### config.mk
export PLATFORM = sky130hd
export DESIGN_NAME = cpe_regs
export DESIGN_NICKNAME = d
export VERILOG_FILES = /design/src/rtl/cpe_regs.v /design/src/rtl/cpe_timeout_clk.v
export VERILOG_INCLUDE_DIRS = /design/src /design/src/include
export SDC_FILE = /design/constraint.sdc
export NUM_CORES = 1
export LEC_CHECK = 0
export BUFFER_PORTS_ARGS = -buffer_cell sky130_fd_sc_hd__buf_2
export CORE_ASPECT_RATIO = 0.8
export CORE_MARGIN = 2
export CORE_UTILIZATION = 49
export DETAILED_ROUTE_END_ITERATION = 10
export PLACE_DENSITY = 0.9
export SETUP_SLACK_MARGIN = 0.2
export SYNTH_ARGS = -nofsm -noshare
export SYNTH_HDL_FRONTEND = slang
export SYNTH_HIERARCHICAL = 1
export SYNTH_SLANG_ARGS = --single-unit
### constraint.sdc
create_clock -name clk_i -period 1.5 [get_ports clk_i]
set_input_delay 0.075 -clock clk_i [delete_from_list [all_inputs] [get_ports clk_i]]
set_output_delay 0.075 -clock clk_i [all_outputs]
set_load 0.1 [all_outputs]
### src/include/cpe_consts.vh
`ifndef CPE_CONSTS_VH
`define CPE_CONSTS_VH

`define CPE_ADDR_W 8
`define CPE_DATA_W 16

`define CPE_OFS_OUTPUT_DRIVER 8'h0a
`define CPE_OFS_CONVERTER_CLOCK 8'h0b
`define CPE_OFS_SYSTEM_BLOCK 8'h0c

`define CPE_MASK_OUTPUT_DRIVER 16'h008f
`define CPE_MASK_CONVERTER_CLOCK 16'h613c
`define CPE_MASK_SYSTEM_BLOCK 16'h1f8f
`define CPE_MASK_KEY_PROTECTED 16'h0e00

`define CPE_RST_OUTPUT_DRIVER 16'h0000
`define CPE_RST_CONVERTER_CLOCK 16'h2000
`define CPE_RST_SYSTEM_BLOCK_BASE 16'h0000

`define CPE_BIT_FIRST_OUT_LEFT 0
`define CPE_BIT_FIRST_OUT_RIGHT 1
`define CPE_BIT_SECOND_OUT_LEFT 2
`define CPE_BIT_SECOND_OUT_RIGHT 3
`define CPE_BIT_BEEP_PATH 7

`define CPE_BIT_LEFT_CAPTURE 2
`define CPE_BIT_RIGHT_CAPTURE 3
`define CPE_BIT_LEFT_PLAYBACK 4
`define CPE_BIT_RIGHT_PLAYBACK 5
`define CPE_BIT_TIMEOUT_CLOCK 8
`define CPE_BIT_CAPTURE_HIGHPASS 13
`define CPE_BIT_SYSTEM_CLOCK 14

`define CPE_BIT_COMPARATOR_LO 0
`define CPE_BIT_COMPARATOR_HI 3
`define CPE_BIT_AUX_CONVERTER 7
`define CPE_BIT_BACKUP_SUPPLY_OUT 8
`define CPE_BIT_CHARGER 9
`define CPE_BIT_CRYSTAL_OSC 10
`define CPE_BIT_CALENDAR_TICK 11
`define CPE_BIT_AUDIO_MASTER 12

`define CPE_MASK_OPT_CALENDAR_TICK 1'b1
`define CPE_MASK_OPT_CRYSTAL_OSC 1'b1
`define CPE_MASK_OPT_CHARGER 1'b1

`define CPE_TIMEOUT_DIV 256
`define CPE_TIMEOUT_CNT_W 8

`endif

### src/rtl/cpe_regs.v
// Summary of operation
// - Register 0Ah holds four output driver enables in bits 3 to 0 and the beep path enable in bit 7, all reset to 0.
// - Register 0Bh holds system clock enable bit 14, playback converter enables bits 5 and 4, capture enables 3 and 2.
// - Bit 13 of register 0Bh enables the capture high-pass filter and resets to 1.
// - Bit 8 of register 0Bh runs the slow zero-cross timeout clock, which stops while the bit is 0.
// - Bit 12 of register 0Ch is the audio master enable, reset 0, and while 0 all codec registers are held in reset.
// - Bit 11 of register 0Ch enables the calendar tick and defaults to 1.
// - Bit 10 of register 0Ch enables the crystal oscillator and defaults to 1.
// - Bit 9 of register 0Ch defaults to 1 and forces charge current to zero when cleared.
// - Bits 11 to 9 of register 0Ch take a write only when the security key is open, and their defaults are mask options.
// - Bit 8 of register 0Ch resets to 0 and, when 1, drives the backup supply onto the switched backup pin.
// - Bits 3 to 0 of register 0Ch enable comparators four down to one, each reset to 0.
// - Every enable of register 0Ch, the aux converter bit 7 included, returns to default on a power state machine reset.
`timescale 1ns/1ps
`include "cpe_consts.vh"

module cpe_regs #(
  parameter ADDR_W = `CPE_ADDR_W,
  parameter DATA_W = `CPE_DATA_W,
  parameter [0:0] CALENDAR_TICK_DEFAULT = `CPE_MASK_OPT_CALENDAR_TICK,
  parameter [0:0] CRYSTAL_OSC_DEFAULT = `CPE_MASK_OPT_CRYSTAL_OSC,
  parameter [0:0] CHARGER_DEFAULT = `CPE_MASK_OPT_CHARGER,
  parameter TIMEOUT_DIV = `CPE_TIMEOUT_DIV,
  parameter TIMEOUT_CNT_W = `CPE_TIMEOUT_CNT_W
) (
  input wire clk_i,
  input wire reset_n_i,
  input wire wr_en_i,
  input wire [ADDR_W-1:0] wr_addr_i,
  input wire [DATA_W-1:0] wr_data_i,
  input wire rd_en_i,
  input wire [ADDR_W-1:0] rd_addr_i,
  input wire key_unlocked_i,
  input wire sm_reset_i,
  output reg [DATA_W-1:0] rd_data_o,
  output reg rd_valid_o,
  output reg first_out_left_enable_o,
  output reg first_out_right_enable_o,
  output reg second_out_left_enable_o,
  output reg second_out_right_enable_o,
  output reg beep_path_enable_o,
  output reg left_capture_converter_enable_o,
  output reg right_capture_converter_enable_o,
  output reg left_playback_converter_enable_o,
  output reg right_playback_converter_enable_o,
  output reg timeout_slow_clock_enable_o,
  output reg capture_highpass_enable_o,
  output reg codec_system_clock_enable_o,
  output wire timeout_tick_o,
  output reg audio_master_enable_o,
  output reg codec_regs_reset_n_o,
  output reg calendar_tick_enable_o,
  output reg crystal_osc_enable_o,
  output reg charger_enable_o,
  output reg backup_supply_out_enable_o,
  output reg aux_converter_enable_o,
  output reg [3:0] comparator_enable_o
);

  // Mask-option defaults of the key-protected bits are parameters so a variant only overrides them.
  localparam [DATA_W-1:0] SYSTEM_BLOCK_DEFAULT = `CPE_RST_SYSTEM_BLOCK_BASE |
    ({{(DATA_W-1){1'b0}}, CALENDAR_TICK_DEFAULT} << `CPE_BIT_CALENDAR_TICK) |
    ({{(DATA_W-1){1'b0}}, CRYSTAL_OSC_DEFAULT} << `CPE_BIT_CRYSTAL_OSC) |
    ({{(DATA_W-1){1'b0}}, CHARGER_DEFAULT} << `CPE_BIT_CHARGER);

  reg [DATA_W-1:0] output_driver_enables;
  reg [DATA_W-1:0] converter_clock_enables;
  reg [DATA_W-1:0] system_block_enables;
  reg [DATA_W-1:0] next_output_driver_enables;
  reg [DATA_W-1:0] next_converter_clock_enables;
  reg [DATA_W-1:0] next_system_block_enables;
  reg [DATA_W-1:0] next_rd_data;
  reg [DATA_W-1:0] system_write_mask;
  wire codec_running;
  wire wr_output_driver;
  wire wr_converter_clock;
  wire wr_system_block;

  assign codec_running = system_block_enables[`CPE_BIT_AUDIO_MASTER];
  assign wr_output_driver = wr_en_i && (wr_addr_i == `CPE_OFS_OUTPUT_DRIVER);
  assign wr_converter_clock = wr_en_i && (wr_addr_i == `CPE_OFS_CONVERTER_CLOCK);
  assign wr_system_block = wr_en_i && (wr_addr_i == `CPE_OFS_SYSTEM_BLOCK);

  // Codec registers are held at their defaults while the master enable is clear.
  always @* begin
    next_output_driver_enables = output_driver_enables;
    next_converter_clock_enables = converter_clock_enables;
    if (!codec_running) begin
      next_output_driver_enables = `CPE_RST_OUTPUT_DRIVER;
      next_converter_clock_enables = `CPE_RST_CONVERTER_CLOCK;
    end else begin
      if (wr_output_driver) begin
        next_output_driver_enables = wr_data_i & `CPE_MASK_OUTPUT_DRIVER;
      end
      if (wr_converter_clock) begin
        next_converter_clock_enables = wr_data_i & `CPE_MASK_CONVERTER_CLOCK;
      end
    end
  end

  // Key-protected bits keep their value on a write unless the security key is open.
  // A power state machine reset wins over a write to the same register in that cycle.
  always @* begin
    system_write_mask = `CPE_MASK_SYSTEM_BLOCK;
    if (!key_unlocked_i) begin
      system_write_mask = `CPE_MASK_SYSTEM_BLOCK & ~`CPE_MASK_KEY_PROTECTED;
    end
    next_system_block_enables = system_block_enables;
    if (sm_reset_i) begin
      next_system_block_enables = SYSTEM_BLOCK_DEFAULT;
    end else if (wr_system_block) begin
      next_system_block_enables = (system_block_enables & ~system_write_mask) |
        (wr_data_i & system_write_mask);
    end
  end

  // Unmapped addresses read back as zero.
  always @* begin
    case (rd_addr_i)
      `CPE_OFS_OUTPUT_DRIVER: begin
        next_rd_data = output_driver_enables;
      end
      `CPE_OFS_CONVERTER_CLOCK: begin
        next_rd_data = converter_clock_enables;
      end
      `CPE_OFS_SYSTEM_BLOCK: begin
        next_rd_data = system_block_enables;
      end
      default: begin
        next_rd_data = {DATA_W{1'b0}};
      end
    endcase
  end

  always @(posedge clk_i or negedge reset_n_i) begin
    if (!reset_n_i) begin
      output_driver_enables <= `CPE_RST_OUTPUT_DRIVER;
      converter_clock_enables <= `CPE_RST_CONVERTER_CLOCK;
      system_block_enables <= SYSTEM_BLOCK_DEFAULT;
    end else begin
      output_driver_enables <= next_output_driver_enables;
      converter_clock_enables <= next_converter_clock_enables;
      system_block_enables <= next_system_block_enables;
    end
  end

  always @(posedge clk_i or negedge reset_n_i) begin
    if (!reset_n_i) begin
      // Read data is taken one edge after the strobe and holds until the next read.
      rd_data_o <= {DATA_W{1'b0}};
      rd_valid_o <= 1'b0;
    end else begin
      rd_valid_o <= rd_en_i;
      if (rd_en_i) begin
        rd_data_o <= next_rd_data;
      end
    end
  end

  // Enable outputs mirror the next register value so they change with the register, from flip-flops.
  always @(posedge clk_i or negedge reset_n_i) begin
    if (!reset_n_i) begin
      first_out_left_enable_o <= 1'b0;
      first_out_right_enable_o <= 1'b0;
      second_out_left_enable_o <= 1'b0;
      second_out_right_enable_o <= 1'b0;
      beep_path_enable_o <= 1'b0;
      left_capture_converter_enable_o <= 1'b0;
      right_capture_converter_enable_o <= 1'b0;
      left_playback_converter_enable_o <= 1'b0;
      right_playback_converter_enable_o <= 1'b0;
      timeout_slow_clock_enable_o <= 1'b0;
      capture_highpass_enable_o <= 1'b1;
      codec_system_clock_enable_o <= 1'b0;
      audio_master_enable_o <= 1'b0;
      codec_regs_reset_n_o <= 1'b0;
      calendar_tick_enable_o <= CALENDAR_TICK_DEFAULT;
      crystal_osc_enable_o <= CRYSTAL_OSC_DEFAULT;
      charger_enable_o <= CHARGER_DEFAULT;
      backup_supply_out_enable_o <= 1'b0;
      aux_converter_enable_o <= 1'b0;
      comparator_enable_o <= 4'h0;
    end else begin
      first_out_left_enable_o <= next_output_driver_enables[`CPE_BIT_FIRST_OUT_LEFT];
      first_out_right_enable_o <= next_output_driver_enables[`CPE_BIT_FIRST_OUT_RIGHT];
      second_out_left_enable_o <= next_output_driver_enables[`CPE_BIT_SECOND_OUT_LEFT];
      second_out_right_enable_o <= next_output_driver_enables[`CPE_BIT_SECOND_OUT_RIGHT];
      beep_path_enable_o <= next_output_driver_enables[`CPE_BIT_BEEP_PATH];
      left_capture_converter_enable_o <= next_converter_clock_enables[`CPE_BIT_LEFT_CAPTURE];
      right_capture_converter_enable_o <= next_converter_clock_enables[`CPE_BIT_RIGHT_CAPTURE];
      left_playback_converter_enable_o <= next_converter_clock_enables[`CPE_BIT_LEFT_PLAYBACK];
      right_playback_converter_enable_o <= next_converter_clock_enables[`CPE_BIT_RIGHT_PLAYBACK];
      timeout_slow_clock_enable_o <= next_converter_clock_enables[`CPE_BIT_TIMEOUT_CLOCK];
      capture_highpass_enable_o <= next_converter_clock_enables[`CPE_BIT_CAPTURE_HIGHPASS];
      codec_system_clock_enable_o <= next_converter_clock_enables[`CPE_BIT_SYSTEM_CLOCK];
      audio_master_enable_o <= next_system_block_enables[`CPE_BIT_AUDIO_MASTER];
      codec_regs_reset_n_o <= next_system_block_enables[`CPE_BIT_AUDIO_MASTER];
      calendar_tick_enable_o <= next_system_block_enables[`CPE_BIT_CALENDAR_TICK];
      crystal_osc_enable_o <= next_system_block_enables[`CPE_BIT_CRYSTAL_OSC];
      charger_enable_o <= next_system_block_enables[`CPE_BIT_CHARGER];
      backup_supply_out_enable_o <= next_system_block_enables[`CPE_BIT_BACKUP_SUPPLY_OUT];
      aux_converter_enable_o <= next_system_block_enables[`CPE_BIT_AUX_CONVERTER];
      comparator_enable_o <=
        next_system_block_enables[`CPE_BIT_COMPARATOR_HI:`CPE_BIT_COMPARATOR_LO];
    end
  end

  // The tick counts from the registered enable, so the first pulse trails the enable by the divider length.
  cpe_timeout_clk #(
    .DIV(TIMEOUT_DIV),
    .CNT_W(TIMEOUT_CNT_W)
  ) u_timeout_clk (
    .clk_i(clk_i),
    .reset_n_i(reset_n_i),
    .enable_i(timeout_slow_clock_enable_o),
    .tick_o(timeout_tick_o)
  );

endmodule // cpe_regs

### src/rtl/cpe_timeout_clk.v
`timescale 1ns/1ps
`include "cpe_consts.vh"

// Slow tick for the zero-cross timeout; stopped and cleared whenever disabled.
module cpe_timeout_clk #(
  parameter DIV = `CPE_TIMEOUT_DIV,
  parameter CNT_W = `CPE_TIMEOUT_CNT_W
) (
  input wire clk_i,
  input wire reset_n_i,
  input wire enable_i,
  output reg tick_o
);

  reg [CNT_W-1:0] count;
  wire at_end;

  assign at_end = (count == DIV[CNT_W-1:0] - {{(CNT_W-1){1'b0}}, 1'b1});

  always @(posedge clk_i or negedge reset_n_i) begin
    if (!reset_n_i) begin
      count <= {CNT_W{1'b0}};
      tick_o <= 1'b0;
    end else if (!enable_i) begin
      count <= {CNT_W{1'b0}};
      tick_o <= 1'b0;
    end else begin
      tick_o <= at_end;
      if (at_end) begin
        count <= {CNT_W{1'b0}};
      end else begin
        count <= count + {{(CNT_W-1){1'b0}}, 1'b1};
      end
    end
  end

endmodule // cpe_timeout_clk

==> results.txt <==
Status: complete, no violations
EDFF count, synth: 0
Final Hold Violating Endpoints: 0
Proportion of layout cells with a drive suffix above 1: 43.8%
Routed WL per cell: 15.7 microns
Fmax: 0.764 GHz
Clock-pin slew on the worst setup and hold paths: 0.08 ns
WHS: 0.0143 ns
WP data arrival: 1.53 ns
Startpoint types: register
Synth area leader: dfrtp_1
Reported max-cap violation count: 0
Detailed-router iteration count before antenna repair: 4
Total Wirelength: 5.32 mm
Share of the synthesized area in the top cell type: 48.9%
FFs w/ async S/R, synth: 100%
Initial cell density of the core: 51.6%
Initial antenna violation count: 0
Area Overhead vs Synth: 30.6%
Post-DP HPWL: 3.95 mm
WP data required: 1.72 ns
Core ar.: 0.00426 sq mm
Cells after synthesis: 195
Prevailing post-synth register cell: dfrtp_1
Slew HR: 64.2%
Critical Path Sink Type: register
Syn_area_per_cell: 11.3 sq um
Top cells by count, synth: dfrtp_1 (43), nand2_1 (24), mux2i_1 (18), nand2b_1 (15), a22o_1 (8)
Fillers: 341
Largest net degree at the start of global routing: 26
1st-iter DRT viols: 121
TritonCTS buffer count: 5
Ant diodes: 0
Final GP Congestion: 0.858
Place WS: 0.0461 ns
Total GRT Usage: 23.0%
Clk root buf: clkbuf_8
Seq/Total Area, Yosys: 53.7%
IO Count: 79
Layout Nets: 319
# setup viols final: 0
Setup TNS: 0 ns
Pwr dens: 786 mW/mm^2
Htree depth: 2
Post-Syn Nets: 234
Final period util: 87.3%
Reg area: 0.00121 sq mm
Leading post-synthesis cells by cell area: dfrtp_1 (49%), mux2i_1 (8.2%), dfstp_2 (4.8%)
GRT Residual Overflow: 0
Row cnt: 21
Max Clock Skew: 0.00371 ns
Crit-path max FO: 5
Worst vdd ir: 531 uV
Count of cell types in the netlist: 48
Synthesized flop and latch total: 47
Most frequent cell after synthesis: dfrtp_1
Die Ht: 63.9 microns
Number of routed nets with antenna violations: 0
Post-route DRC violation count: 0
Vias: 1854
Port Buf Inserts: 76
Clk sinks: 47
Clk_lat worst skew: 0.30 ns
Mapped Area: 0.00220 sq mm
Multi-input logic area: 961 sq um
Crit path setup slack, layout: 0.191 ns
Critical path class: reg2reg
Unrepaired setup endpoints after global routing: yes
Vias in the first global route: 1882
DR vias/cell: 5.49
LEAKAGE: 1.33 nW
First-pass GRT wire length: 8.89 mm
CTS tree: done
Clock buffer depth: 2
Slew @ Worst Pin: 0.537 ns
Final min period: 1.31 ns
Hold crit path type: in2reg
DIE AREA: 0.00504 sq mm
Ys Warns: 6
Die width: 78.9 microns
Slew Viols, Final: 0
==> cell type report <==
type                            instances  share of cell area [%]
Sequential cell                        47                    42.0
Tap cell                               57                    2.48
Inverter                                6                   0.959
Multi-Input combinational cell        133                    33.5
Clock buffer                            8                    3.49
Timing Repair Buffer                   87                    17.6
==> metrics by stage <==
step | instances | utilization [%] | instance area [sq um] | power [mW]
final | 338 | 67.5 | 2870 | 2.26
after global routing | 338 | 67.5 | 2870 | 2.34
after CTS | 338 | 67.1 | 2860 | 2.27
after detailed placement | 326 | 63.3 | 2700 | 1.45
after global placement | 326 | 63.3 | 2700 | 1.45
after floorplan | 195 | - | 2230 | 1.35
==> state kept, by name, indices dropped and copies added, names as in the netlist <==
name                     flops
converter_clock_enables      7
u_timeout_clk/count          8
comparator_enable_o          3
output_driver_enables        5
rd_data_o                   15
u_timeout_clk/tick_o         1
system_block_enables         7
rd_valid_o                   1
==> power breakdown <==
| part | internal (mW) | switching, mW | total (mW) |
|---|---|---|---|
| sequential | 1.27 | 0.000970 | 1.27 |
| clock | 0.421 | 0.404 | 0.824 |
| combinational | 0.0669 | 0.0964 | 0.163 |
| total | 1.76 | 0.501 | 2.26 |
==> critical path: stages (launching register included) <==
cell and delay, ns:
dfrtp_1 0.44, nand2_2 0.10, or4_1 0.50, a31oi_1 0.19
==> cells by family (layout without fill, tap and decap cells) <==
group	Yosys count	count (layout)	share of synthesized area, %
flip-flops	47	47	53.7
AND/OR/NAND/NOR	76	76	20.2
buffers and inverters	15	101	3.30
adder cells (fa/ha/maj)	1	1	0.569
XOR/XNOR	2	2	0.797
AO/OA/AOI/OAI	34	34	12.2
multiplexers	20	20	9.22
==> final timing paths <==
check,endpoint,slack (ns),from,depth (start not counted)
min reg2reg,rd_data_o[9],0.52,rd_data_o[9],1
max reg2reg,u_timeout_clk/count[7],0.19,u_timeout_clk/count[3],3
max,u_timeout_clk/count[7],0.19,u_timeout_clk/count[3],3
min in group asynchronous,rd_data_o[5],0.28,reset_n_i,2
max in group asynchronous,rd_data_o[6],0.70,reset_n_i,3
min,converter_clock_enables[5],0.01,wr_data_i[5],3
==> cell usage in the layout (no fill, tap or decap), types with 3 or more instances in the layout <==
cell       synthesis  layout
dfrtp_2            0      14
nor2b_1            3       3
nor2_1             3       3
mux2i_1           18      18
a221o_1            3       3
nand2b_1          15      15
buf_2              1      69
clkbuf_8           0       7
dfrtp_1           43      27
buf_4              2      12
nand3_1            4       4
inv_1              5       5
o21ai_0            3       3
a22oi_1            5       5
dfstp_2            4       4
o32ai_1            3       3
o2bb2ai_1          3       3
a31oi_1            3       3
nand2_1           24      24
a22o_1             8       8
and2_1             4       4
nor3b_1            3       3
==> timing repair <==
item | in CTS | in global routing
pin swaps | 0 | 1
hold endpoints to repair | 20 | 0
endpoints found under the setup margin | 9 | 10
resized for setup | 9 | 4
hold buffers | 2 | 0
setup buffers | 2 | 0
==> layer usage <==
layer | vias to the layer above | wire, microns | GRT usage [%]
li1 | 876 | - | -
met1 | 897 | 2350 | 30.0
met2 | 71 | 2560 | 37.4
met3 | 10 | 316 | 5.93
met4 | 0 | 96 | 8.19
met5 | - | 0 | 0
(Power assumes the default switching activity.)
